$ cat src/guard_pkg.sv
// Package: timing constants, state encoding and carrier structs of the guard lock controller
package guard_pkg;

   // ---------------------------------------------------------------
   // Clock and time base
   // ---------------------------------------------------------------
   localparam int unsigned CLK_PERIOD_NS = 10;         // 100 MHz system clock
   localparam int unsigned TICK_NS = 1_000_000;        // One millisecond prescaler tick
   localparam int unsigned TICK_CYCLES = TICK_NS / CLK_PERIOD_NS;
   localparam int unsigned MS_PER_S = 1000;
   localparam int unsigned S_PER_MIN = 60;

   // ---------------------------------------------------------------
   // Sequence timeouts, in millisecond ticks
   // ---------------------------------------------------------------
   localparam int unsigned TEACH_S = 10;               // Teach-in before power-off request
   localparam int unsigned REQOFF_MIN = 5;             // Wait for supply removal
   localparam int unsigned INHIBIT_MIN = 10;           // Enabling inhibit after new pairing
   localparam int unsigned TEACH_MS = TEACH_S * MS_PER_S;
   localparam int unsigned REQOFF_MS = REQOFF_MIN * S_PER_MIN * MS_PER_S;
   localparam int unsigned INHIBIT_MS = INHIBIT_MIN * S_PER_MIN * MS_PER_S;

   // ---------------------------------------------------------------
   // Indicator flash patterns, in millisecond ticks
   // ---------------------------------------------------------------
   localparam int unsigned SLOW_HZ = 1;
   localparam int unsigned FAST_HZ = 3;
   localparam int unsigned SLOW_HALF_MS = MS_PER_S / (2 * SLOW_HZ);
   localparam int unsigned FAST_PERIOD_MS = MS_PER_S / FAST_HZ;
   localparam int unsigned BRIEF_MS = 50;              // On time of a brief fast flash
   localparam int unsigned RED_SLOT_MS = 200;          // One half of a red pulse
   localparam int unsigned RED_PULSES = 5;             // Actuator fault code
   localparam int unsigned RED_GAP_SLOTS = 5;          // Dark pause between bursts

   // ---------------------------------------------------------------
   // Widths and typed constants
   // ---------------------------------------------------------------
   localparam int unsigned TIMER_W = 20;
   typedef logic [TIMER_W-1:0] timer_t;
   typedef logic [3:0] slot_t;
   typedef logic [1:0] boot_t;
   localparam slot_t RED_PULSE_SLOTS = slot_t'(2 * RED_PULSES);
   localparam slot_t RED_LAST_SLOT = slot_t'(2 * RED_PULSES + RED_GAP_SLOTS - 1);
   localparam boot_t BOOT_CAPTURE = 2'h2;              // Synchroniser output valid
   localparam boot_t BOOT_RUN = 2'h3;                  // Straps captured, sequencer live

   // Sequencer states, Gray coded along the teach path and from confirm to inhibit
   typedef enum logic [2:0] {
      ST_NORMAL = 3'h0,
      ST_TEACH = 3'h1,
      ST_REQOFF = 3'h3,
      ST_ABORT = 3'h2,
      ST_CONFIRM = 3'h6,
      ST_INHIBIT = 3'h7
   } state_e;

   // Live inputs that change during operation
   typedef struct packed {
      logic safety_one;
      logic safety_two;
      logic lock_cmd;
      logic actuator;
      logic code_match;
      logic detent;
   } live_s;

   // Straps and nonvolatile flags read once after power-up
   typedef struct packed {
      logic individually_coded;
      logic one_time;
      logic repeat_teach;
      logic power_to_lock;
      logic open_disables;
      logic nv_paired;
      logic nv_pending;
      logic nv_inhibit;
   } cfg_s;

   typedef struct packed {
      live_s live;
      cfg_s cfg;
   } pins_s;

   typedef struct packed {
      logic green;
      logic yellow;
      logic red;
   } leds_s;

   // Complete register state of the controller
   typedef struct packed {
      pins_s sync1;
      pins_s sync2;
      cfg_s cfg;
      boot_t boot;
      state_e state;
      timer_t ms_div;
      timer_t timer;
      timer_t slow_ms;
      logic slow;
      timer_t fast_ms;
      timer_t red_ms;
      slot_t red_slot;
      logic first_seen;
      logic act_prev;
      logic paired;
      logic fault;
      logic expired;
      logic lock;
      logic out_one;
      logic out_two;
      leds_s leds;
      logic store;
      logic pending;
      logic inhibit;
   } ctl_s;

   localparam ctl_s CTL_RESET = '0;

endpackage : guard_pkg

$ cat src/guard_lock_controller.sv
// Module: solenoid guard lock controller with teach-in, inhibit, lock and indicator logic
`timescale 1ns/100ps
`default_nettype none
// ---------------------------------------------------------------
// ---------------------------------------------------------------
module guard_lock_controller #(
   parameter int unsigned TICK_CYCLES = guard_pkg::TICK_CYCLES, // Clocks per millisecond
   parameter int unsigned TEACH_MS = guard_pkg::TEACH_MS,
   parameter int unsigned REQOFF_MS = guard_pkg::REQOFF_MS,
   parameter int unsigned INHIBIT_MS = guard_pkg::INHIBIT_MS
) (
   input wire logic clk_in,
   input wire logic nrst_in,
   input wire logic safety_input_one_in,
   input wire logic safety_input_two_in,
   input wire logic lock_cmd_in,
   input wire logic actuator_present_in,
   input wire logic code_match_in,
   input wire logic handle_detent_in,
   input wire logic individually_coded_in,
   input wire logic one_time_teach_variant_in,
   input wire logic repeat_teach_variant_in,
   input wire logic power_to_lock_in,
   input wire logic open_disables_in,
   input wire logic nv_paired_in,
   input wire logic nv_pending_in,
   input wire logic nv_inhibit_in,
   output logic lock_out,
   output logic safety_output_one_out,
   output logic safety_output_two_out,
   output logic led_green_out,
   output logic led_yellow_out,
   output logic led_red_out,
   output logic code_store_out,
   output logic code_pending_out,
   output logic inhibit_pending_out
);

   // ---------------------------------------------------------------
   // State and helpers
   // ---------------------------------------------------------------
   guard_pkg::ctl_s q; // Registered state
   guard_pkg::ctl_s d; // Next state

   // Wrapping increment shared by all prescalers
   function automatic guard_pkg::timer_t wrap_inc(input guard_pkg::timer_t c,
                                                   input guard_pkg::timer_t last);
      return (c == last) ? '0 : guard_pkg::timer_t'(c + 1'b1);
   endfunction : wrap_inc

   // ---------------------------------------------------------------
   // Next-state logic
   // ---------------------------------------------------------------
   always_comb begin
      logic ms_tick;
      logic present;
      logic match;
      logic code_ok;
      logic inputs_ok;
      logic lock_req;
      logic arrive;
      logic teach_ok;
      logic locked_now;
      logic fast_on;
      logic red_on;
      ms_tick = 1'b0;
      present = 1'b0;
      match = 1'b0;
      code_ok = 1'b0;
      inputs_ok = 1'b0;
      lock_req = 1'b0;
      arrive = 1'b0;
      teach_ok = 1'b0;
      locked_now = 1'b0;
      fast_on = 1'b0;
      red_on = 1'b0;
      d = q;
      d.store = 1'b0;

      // Two-stage synchronisers; stage one feeds only stage two
      d.sync1.live.safety_one = safety_input_one_in;
      d.sync1.live.safety_two = safety_input_two_in;
      d.sync1.live.lock_cmd = lock_cmd_in;
      d.sync1.live.actuator = actuator_present_in;
      d.sync1.live.code_match = code_match_in;
      d.sync1.live.detent = handle_detent_in;
      d.sync1.cfg.individually_coded = individually_coded_in;
      d.sync1.cfg.one_time = one_time_teach_variant_in;
      d.sync1.cfg.repeat_teach = repeat_teach_variant_in;
      d.sync1.cfg.power_to_lock = power_to_lock_in;
      d.sync1.cfg.open_disables = open_disables_in;
      d.sync1.cfg.nv_paired = nv_paired_in;
      d.sync1.cfg.nv_pending = nv_pending_in;
      d.sync1.cfg.nv_inhibit = nv_inhibit_in;
      d.sync2 = q.sync1;

      ms_tick = (q.ms_div == guard_pkg::timer_t'(TICK_CYCLES - 1));
      d.ms_div = wrap_inc(q.ms_div, guard_pkg::timer_t'(TICK_CYCLES - 1));
      if (ms_tick) begin
         d.slow_ms = wrap_inc(q.slow_ms, guard_pkg::timer_t'(guard_pkg::SLOW_HALF_MS - 1));
         if (q.slow_ms == guard_pkg::timer_t'(guard_pkg::SLOW_HALF_MS - 1)) begin
            d.slow = ~q.slow;
         end
         d.fast_ms = wrap_inc(q.fast_ms, guard_pkg::timer_t'(guard_pkg::FAST_PERIOD_MS - 1));
         d.red_ms = wrap_inc(q.red_ms, guard_pkg::timer_t'(guard_pkg::RED_SLOT_MS - 1));
         if (q.red_ms == guard_pkg::timer_t'(guard_pkg::RED_SLOT_MS - 1)) begin
            d.red_slot = (q.red_slot == guard_pkg::RED_LAST_SLOT) ? '0 :
                         guard_pkg::slot_t'(q.red_slot + 1'b1);
         end
         // Sequence timer saturates rather than wrapping
         if (q.timer != '1) begin
            d.timer = guard_pkg::timer_t'(q.timer + 1'b1);
         end
      end
      fast_on = (q.fast_ms < guard_pkg::timer_t'(guard_pkg::BRIEF_MS));
      // five pulses, then a dark gap
      red_on = (q.red_slot < guard_pkg::RED_PULSE_SLOTS) && (q.red_slot[0] == 1'b0);

      // Derived conditions from synchronised inputs
      present = q.sync2.live.actuator;
      match = q.sync2.live.code_match;
      code_ok = present && match && (!q.cfg.individually_coded || q.paired);
      inputs_ok = q.sync2.live.safety_one && q.sync2.live.safety_two;
      lock_req = q.cfg.power_to_lock ? q.sync2.live.lock_cmd : !q.sync2.live.lock_cmd;
      arrive = present && !q.act_prev;
      // only the first arrival after power-up
      teach_ok = q.cfg.individually_coded && !q.first_seen && arrive && !match &&
                 (!q.paired || (q.cfg.repeat_teach && !q.cfg.one_time));

      if (q.boot != guard_pkg::BOOT_RUN) begin
         // Start-up: wait for synchronisers, then capture straps once
         d.boot = guard_pkg::boot_t'(q.boot + 1'b1);
         if (q.boot == guard_pkg::BOOT_CAPTURE) begin
            d.cfg = q.sync2.cfg;
            d.paired = q.sync2.cfg.nv_paired;
            d.timer = '0;
            if (q.sync2.cfg.nv_pending) begin
               d.state = guard_pkg::ST_CONFIRM;
               d.pending = 1'b1;
            end else if (q.sync2.cfg.nv_inhibit) begin
               d.state = guard_pkg::ST_INHIBIT;
               d.inhibit = 1'b1;
            end
         end
      end else begin
         d.act_prev = present;
         if (present) begin
            d.first_seen = 1'b1;
         end
         // Sequencer
         case (q.state)
            guard_pkg::ST_NORMAL: begin
               if (teach_ok) begin
                  d.state = guard_pkg::ST_TEACH;
                  d.timer = '0;
               end else if (present && !match &&
                            (!q.cfg.individually_coded || q.paired)) begin
                  d.fault = 1'b1;
               end else if (!present) begin
                  // Fault clears once the guard has been opened
                  d.fault = 1'b0;
               end
            end
            guard_pkg::ST_TEACH: begin
               if (!present) begin
                  // Actuator withdrawn early: nothing learned
                  d.state = guard_pkg::ST_NORMAL;
               end else if (q.timer >= guard_pkg::timer_t'(TEACH_MS)) begin
                  d.state = guard_pkg::ST_REQOFF;
                  d.pending = 1'b1;
                  d.timer = '0;
               end
            end
            guard_pkg::ST_REQOFF: begin
               if (q.timer >= guard_pkg::timer_t'(REQOFF_MS)) begin
                  d.state = guard_pkg::ST_ABORT;
                  d.pending = 1'b0;
                  d.fault = 1'b1;
               end
            end
            guard_pkg::ST_ABORT: begin
               // Held until the next power-up
               d.fault = 1'b1;
            end
            guard_pkg::ST_CONFIRM: begin
               if (present && match) begin
                  // new code replaces the old one
                  d.store = 1'b1;
                  d.pending = 1'b0;
                  d.paired = 1'b1;
                  d.timer = '0;
                  if (q.cfg.repeat_teach && !q.cfg.one_time) begin
                     d.state = guard_pkg::ST_INHIBIT;
                     d.inhibit = 1'b1;
                     d.expired = 1'b0;
                  end else begin
                     d.state = guard_pkg::ST_NORMAL;
                  end
               end
            end
            guard_pkg::ST_INHIBIT: begin
               if (q.timer >= guard_pkg::timer_t'(INHIBIT_MS)) begin
                  d.expired = 1'b1;
               end
               if (q.expired && code_ok) begin
                  d.state = guard_pkg::ST_NORMAL;
                  d.inhibit = 1'b0;
               end
            end
            default: begin
               d.state = guard_pkg::ST_NORMAL;
            end
         endcase
      end

      locked_now = code_ok && lock_req && q.sync2.live.detent && !q.fault &&
                   (q.boot == guard_pkg::BOOT_RUN) &&
                   ((q.state == guard_pkg::ST_NORMAL) || (q.state == guard_pkg::ST_INHIBIT));
      d.lock = locked_now;
      // outputs held off outside normal state
      d.out_one = (q.state == guard_pkg::ST_NORMAL) && (q.boot == guard_pkg::BOOT_RUN) &&
                  !q.fault && inputs_ok && (q.cfg.open_disables ? code_ok : locked_now);
      d.out_two = d.out_one;

      // green supply, yellow condition, red error
      case (q.state)
         guard_pkg::ST_NORMAL: begin
            d.leds.green = inputs_ok || q.slow;
            d.leds.yellow = !present ? 1'b0 : (q.lock ? 1'b1 : q.slow);
            d.leds.red = q.fault && red_on;
         end
         guard_pkg::ST_TEACH: begin
            d.leds = '{green: 1'b0, yellow: q.slow, red: 1'b1};
         end
         guard_pkg::ST_REQOFF: begin
            d.leds = '{green: 1'b0, yellow: fast_on, red: 1'b1};
         end
         guard_pkg::ST_ABORT: begin
            d.leds = '{green: 1'b1, yellow: 1'b0, red: red_on};
         end
         guard_pkg::ST_INHIBIT: begin
            d.leds = '{green: q.slow, yellow: 1'b0, red: 1'b0};
         end
         default: begin
            d.leds = '{green: 1'b1, yellow: 1'b0, red: 1'b0};
         end
      endcase
   end

   // ---------------------------------------------------------------
   // State register
   // ---------------------------------------------------------------
   always_ff @(posedge clk_in or negedge nrst_in) begin
      if (!nrst_in) begin
         q <= guard_pkg::CTL_RESET;
      end else begin
         q <= d;
      end
   end

   // Outputs come straight from state flip-flops
   assign lock_out = q.lock;
   assign safety_output_one_out = q.out_one;
   assign safety_output_two_out = q.out_two;
   assign led_green_out = q.leds.green;
   assign led_yellow_out = q.leds.yellow;
   assign led_red_out = q.leds.red;
   assign code_store_out = q.store;
   assign code_pending_out = q.pending;
   assign inhibit_pending_out = q.inhibit;

   // Helper for assertions: synchronised actuator presence with matching code
   function automatic logic present_q();
      return q.sync2.live.actuator && q.sync2.live.code_match;
   endfunction : present_q
endmodule : guard_lock_controller
`default_nettype wire

$ cat config.mk
export PLATFORM = sky130hd
export DESIGN_NAME = guard_lock_controller
export DESIGN_NICKNAME = d
export VERILOG_FILES = /design/src/guard_pkg.sv /design/src/guard_lock_controller.sv
export SDC_FILE = /design/constraint.sdc
export NUM_CORES = 1
export LEC_CHECK = 0
export BUFFER_PORTS_ARGS = -buffer_cell sky130_fd_sc_hd__buf_4
export CAP_MARGIN = 15
export CORE_ASPECT_RATIO = 0.5
export CORE_UTILIZATION = 55
export CTS_BUF_LIST = sky130_fd_sc_hd__clkbuf_8
export DETAILED_ROUTE_END_ITERATION = 10
export PLACE_DENSITY = 0.83
export SYNTH_ARGS = -nofsm -noshare
export SYNTH_HDL_FRONTEND = slang
export SYNTH_SLANG_ARGS = --single-unit
$ cat constraint.sdc
create_clock -name clk_in -period 2.3 [get_ports clk_in]
set_input_delay 0.23 -clock clk_in [delete_from_list [all_inputs] [get_ports clk_in]]
set_output_delay 0.23 -clock clk_in [all_outputs]
set_load 0.02 [all_outputs]
# Word level (Yosys, flattened, before mapping)
# Index checks and enable logic that the tools add are counted.
# classes
add_sub_neg	7
magnitude_cmp	5
n_eq_ne	34
mux	61
bitwise	3
n_reduce_logical	52
# op_table
cell	count
$mux 20	11
$add 20x1->20 const B	5
$mux 85	1
$pmux 20 s3	1
$eq 20x9->1 const B	2
$mux 3	12
$ne 3x3->1 const B	9
$mux 1	26
$logic_and 1x1->1	23
$eq 20x17->1 const B	1
$eq 20x8->1 const B	1
$ge 20x14->1 const B	1
$ge 20x19->1 const B	1
$ge 20x20->1 const B	1
$lt 20x6->1 const B	1
$ne 2x2->1 const B	10
$ne 20x20->1 const B	1
$pmux 3 s6	1
$pmux 3 s5	1
$reduce_and 7->1	2
$reduce_and 5->1	2
$logic_not 1->1	8
$mux 4	2
$reduce_and 2->1	4
other kinds (21)	35
# word_totals
reg_bits	156
wordCells	217

# Logic depth before layout (Yosys ltp)
# depth
depth_word	10
ltp_mapped	9
mapped_depth_nobuf	7

# Least setup slack after synthesis
# OpenSTA, ideal clock, no wires.
# synth_path
kind	reg-to-reg
startpoint	register q[32] (netlist bit)
endpoint	register q[14] (netlist bit)
setup_time_ps	65
arrival_ps	2319
t_required_ps	2235
slack_ps	-84
path_stages_with_launch	7
path_buffers	0
period_less_slack_ps	2384
path_cell_list	dfrtp_1 -> or4_1 -> or4_4 -> nor4_4 -> nand2_2 -> a311o_1 -> nand2_1
# synth_between
elab_chain_cells	2
# synth_lines
item	line	text
start: declaration	guard_lock_controller.sv:42	guard_pkg::ctl_s q;
start signal: assignment	guard_lock_controller.sv:255	q <= guard_pkg::CTL_RESET;
$eq 20x8->1	guard_lock_controller.sv:106	if (q.red_ms == guard_pkg::timer_t'(guard_pkg::RED_SLOT_MS - 1)) begin
$reduce_and 2->1 (no line)	-	
# No other way between the ends.
# A chain may end at the register's enable or synchronous reset.

# Final worst setup path
# layout_path
startpoint	register q[85] (netlist bit)
endpoint	register q[121] (netlist bit)
# layout_between
elab_chain_cells	3
# layout_lines
item	line
$ge 20x14->1 or $ge 20x19->1 (tied branches)	guard_lock_controller.sv:168, guard_lock_controller.sv:175
$ne 4x4->1 (no line) or $ne 3x3->1 (tied branches)	-
$reduce_and 8->1 (no line) *	-
# Every way passes the cells marked *; elsewhere a longest branch is shown, timed or not.

==> results by group <==
Outcome
  – Result of the run: finished, violations left
  – Failing checks: design-rule violations

Route
  – Routed length per placed instance: 16.36 um
  – Number of vias per cell: 5.899
  – Number of nets with antenna violations after detailed routing: 0
  – Wire length reported by the detailed router: 16090 um
  – DRT Pass-1 Iters: 8
  – Drc violations: 1
  – Total number of vias: 5799
  – DRC violation total after the first TritonRoute iteration: 595

Finish
  – Count of nets after finishing: 825
  – Area delta synth->final: 18.69%
  – Post-route cell area: 8630 um^2
  – Antenna diode instance count: 0
  – Post-Layout Cell Count: 983
  – Layout filler cell count: 911
  – Share of final-layout standard cells stronger than drive strength 1: between 10% and 20%

Critical path
  – CP endpoint: q[121]$_DFFE_PN0P_
  – Worst Setup Path Type: reg2reg
  – Capture point of the worst reg-to-reg path: q[121]$_DFFE_PN0P_
  – Worst path buffer plus inverter count: 1
  – CP delay by family, top: compound AO/OA/AOI/OAI gates
  – Total stage count of the critical path: 7
  – Critical register-to-register path startpoint: q[85]$_DFF_PN0_
  – Worst r2r path cells: 7
  – Minimum setup slack among reg-to-reg paths: 0.05 ns
  – Launching instance or port of the critical path: q[85]$_DFF_PN0_
  – Type of element launching the critical path: flip-flop
  – Required time reported for the critical path endpoint: 2.65 ns
  – Cell-by-cell trace of the critical path: or4_4, a41oi_2, buf_4, o2111ai_1, o221a_2, a21boi_0, o21a_1
  – Critical path's slowest cell: or4_4
  – Max stage delay on crit path: ~0.54 ns
  – Worst Path Max Fanout: 3
  – Sort of element at the end of the critical path: flip-flop
  – Arrival @ worst endpoint: 2.59 ns

GRT
  – Met3 global-route usage: 5.644%
  – Antenna violations before repair: 0
  – Via count of the first global-routing pass: roughly 5700
  – Maximum number of pins on one net before global-route repair: between 60 and 70
  – Total global routing overflow: 0
  – Met1 capacity usage during global routing: about 33%
  – Wire length of the first global-routing pass: between 20000 and 30000 um
  – Global route hottest layer: met2
  – Global-route total usage across every layer: 25.16%
  – Met2 Usage GRT: around 41%

Placement
  – Dpl cell area: 7956 um^2
  – Post-placement cell count: 931
  – Post-DP HPWL: 10400 um
  – Routability Congestion: between 0.9 and 1
  – Total of buffers placed on input and output ports: 24
  – Post-Place Worst Slack: -0.02166 ns

Floorplanning
  – Number of top-level design ports: 25
  – Die area: 13710 um^2
  – Die span in x: approximately 160 um
  – Initial core utilization: 56.93%
  – Area of the core: 12770 um^2
  – Die H: 83.30 um
  – Std cell rows: 29

Logic synthesis
  – Netlist cell types: 63
  – Number of synthesized register bits: 156
  – Cell types with the largest area share after synthesis: dfrtp_1 (54%), xnor2_1 (6.3%), nand2_1 (4.0%), o21ai_0 (3.2%), nor2_1 (3.0%)
  – Share of the synthesized area in the top cell type: 53.69%
  – Commonest cells in the netlist: dfrtp_1 (156), nand2_1 (77), nor2_1 (59)
  – Leading area contributor after synthesis: dfrtp_1
  – Synthesized netlist cell count: 718
  – Main flop type after synthesis: dfrtp_1
  – Number of enable flip-flop cells after synthesis: 0
  – Dominant cell by count in the synthesized netlist: dfrtp_1
  – Post-synth ARST share: 100.0%
  – Netlist area before placement: 7271 um^2
  – Yosys warns: 0
  – Syn Area/Cell: 10.13 um^2
  – Post-Synthesis Net Count: 743
  – Seq/Total Area, Yosys: approximately 54%

Timing
  – Final worst slack: about 0.055 ns
  – Hold slack: 0.3467 ns
  – Crit share post-route: 97.63%
  – Final setup violating endpoints: 0
  – Slew Limit Fails: 0
  – Number of hold violations in the final report: 0
  – Post-route clock skew: 0.009057 ns
  – Max Freq: around 450 MHz
  – Worst relative slew slack: 57.43%
  – RSZ-0062 raised after global routing: yes
  – Minimum clock period after layout: between 2 and 2.5 ns
  – Transition at the pin with the smallest max-transition slack: around 0.63 ns

Clock tree
  – Number of levels in the clock H-tree: 4
  – Number of buffers on the longest clock path: 2
  – TritonCTS clock tree: yes
  – Master cell of the clock root buffer: clkbuf_8
  – Total CTS buffers: 17
  – Clock network latency to the later pin of the worst-skew pair: 0.45 ns
  – TritonCTS sink count: 156
  – Worst-path clk slew: 0.09 ns

Power and ir drop
  – Part of the total power dissipated in the clock network: 34.3%
  – Internal power: 4.465 mW
  – Max rail drop VDD: around 460 uV
  – Pleak: 3.803 nW
  – Total power divided by cell area: roughly 720 nW/um^2
  – Switching power share of the total: 28.37%
  – Net load switching power: 1.769 mW
  – Sequential share of power: between 40% and 50%
  – Combinational fraction of design power: between 10% and 20%

Run
  – Maximum Capacitance Violations: 0

Worst hold path
  – Worst hold path class: in2async
-- worst register-to-register path, delay by kind of cell, from the launching register on --
kind / cells / cell delay, ns
and+or+nand+nor: 1 / 0.54
AOI/OAI and AO/OA: 5 / 1.07
DFF: 1 / 0.39
buffers and inverters: 1 / 0.15
-- state kept, by name, indices dropped and copies added, names as in the netlist --
name / flops
q: 134
d: 14
code_pending_out: 1
code_store_out: 1
inhibit_pending_out: 1
led_green_out: 1
led_red_out: 1
led_yellow_out: 1
lock_out: 1
safety_output_two_out: 1
-- what timing repair did --
item                       CTS  global route
hold buffers                15             0
buffers inserted             0             5
resized for setup            4            15
pin swaps                    0            10
setup endpoints to repair   14            36
hold endpoints to repair    75             0
-- worst min-delay path by stage --
stage	end	slack, ns
5_1_grt	q[138]$_DFF_PN0_	0.36
3_5_place_dp	q[81]$_DFF_PN0_	0.26
3_3_place_gp	q[81]$_DFF_PN0_	0.26
6_report	q[81]$_DFF_PN0_	0.35
2_1_floorplan	code_pending_out$_DFFE_PN0P_	-0.07
4_1_cts	q[142]$_DFF_PN0_	0.35
-- metrics by stage --
step / setup TNS (ns) / utilization, % / power (mW)
2_1_floorplan: 0 / - / 3.646
3_3_place_gp: 0 / 62.29 / 4.019
3_5_place_dp: -0.02166 / 62.29 / 4.050
4_1_cts: 0 / 66.93 / 6.212
5_1_grt: -0.1632 / 67.56 / 6.510
6_report: 0 / 67.56 / 6.234
-- cell type report --
class / instances / area [um^2] / area share [%]
sequential: 156 / 3905 / 45.25
multi-input combinational: 519 / 3271 / 37.90
timing repair buffer: 89 / 759.5 / 8.801
clock buffer: 18 / 247.7 / 2.871
tap: 170 / 212.7 / 2.465
clock inverter: 14 / 170.2 / 1.972
inverter: 17 / 63.81 / 0.7395
-- power by group through the flow --
stage / clock (mW) / combinational [mW] / sequential, mW
2_1_floorplan: 0 / 0.626 / 3.02
3_3_place_gp: 0 / 1.05 / 2.97
3_5_place_dp: 0 / 1.08 / 2.97
4_1_cts: 2.18 / 1.11 / 2.92
5_1_grt: 2.30 / 1.28 / 2.94
6_report: 2.14 / 1.17 / 2.92
-- layer usage --
| metal | share of wire, % | vias up |
|---|---|---|
| met2 | 48 | 204 |
| met1 | 45 | 2857 |
| met4 | 1.5 | 0 |
| met3 | 5.8 | 27 |
| met5 | 0 | - |
| li1 | - | 2711 |
-- logic make-up after synthesis --
kind of cell | count (synthesis) | share of synthesized area, %
muxes | 8 | 1.205
adders and majority gates | 9 | 1.549
xor gates and xnor gates | 75 | 9.035
and+or+nand+nor | 317 | 22.72
AOI/OAI and AO/OA | 110 | 9.482
buffers and inverters | 43 | 2.323
DFF | 156 | 53.69
-- layout by cell type (no fill, tap or decap), types with 5 or more instances in the layout --
| cell | netlist | routed |
|---|---|---|
| nand3_1 | 43 | 43 |
| nor4_1 | 15 | 12 |
| and2_1 | 8 | 8 |
| o21ai_1 | 1 | 5 |
| o31ai_1 | 5 | 5 |
| nor2_1 | 59 | 59 |
| dfrtp_1 | 156 | 155 |
| nand3b_1 | 5 | 5 |
| clkinv_4 | 0 | 5 |
| and3_1 | 24 | 24 |
| o21ai_0 | 47 | 43 |
| inv_1 | 17 | 17 |
| clkbuf_8 | 0 | 18 |
| buf_4 | 1 | 69 |
| xor2_1 | 23 | 23 |
| mux2_2 | 6 | 6 |
| dlygate4sd3_1 | 0 | 15 |
| nand4_1 | 21 | 21 |
| a31oi_1 | 5 | 5 |
| and4_1 | 9 | 8 |
| a21oi_1 | 17 | 17 |
| xnor2_1 | 52 | 52 |
| ha_1 | 9 | 8 |
| nor2b_1 | 5 | 5 |
| nand2b_1 | 12 | 12 |
| nand2_1 | 77 | 77 |
| nor3_1 | 16 | 14 |
(Power assumes the default switching activity.)
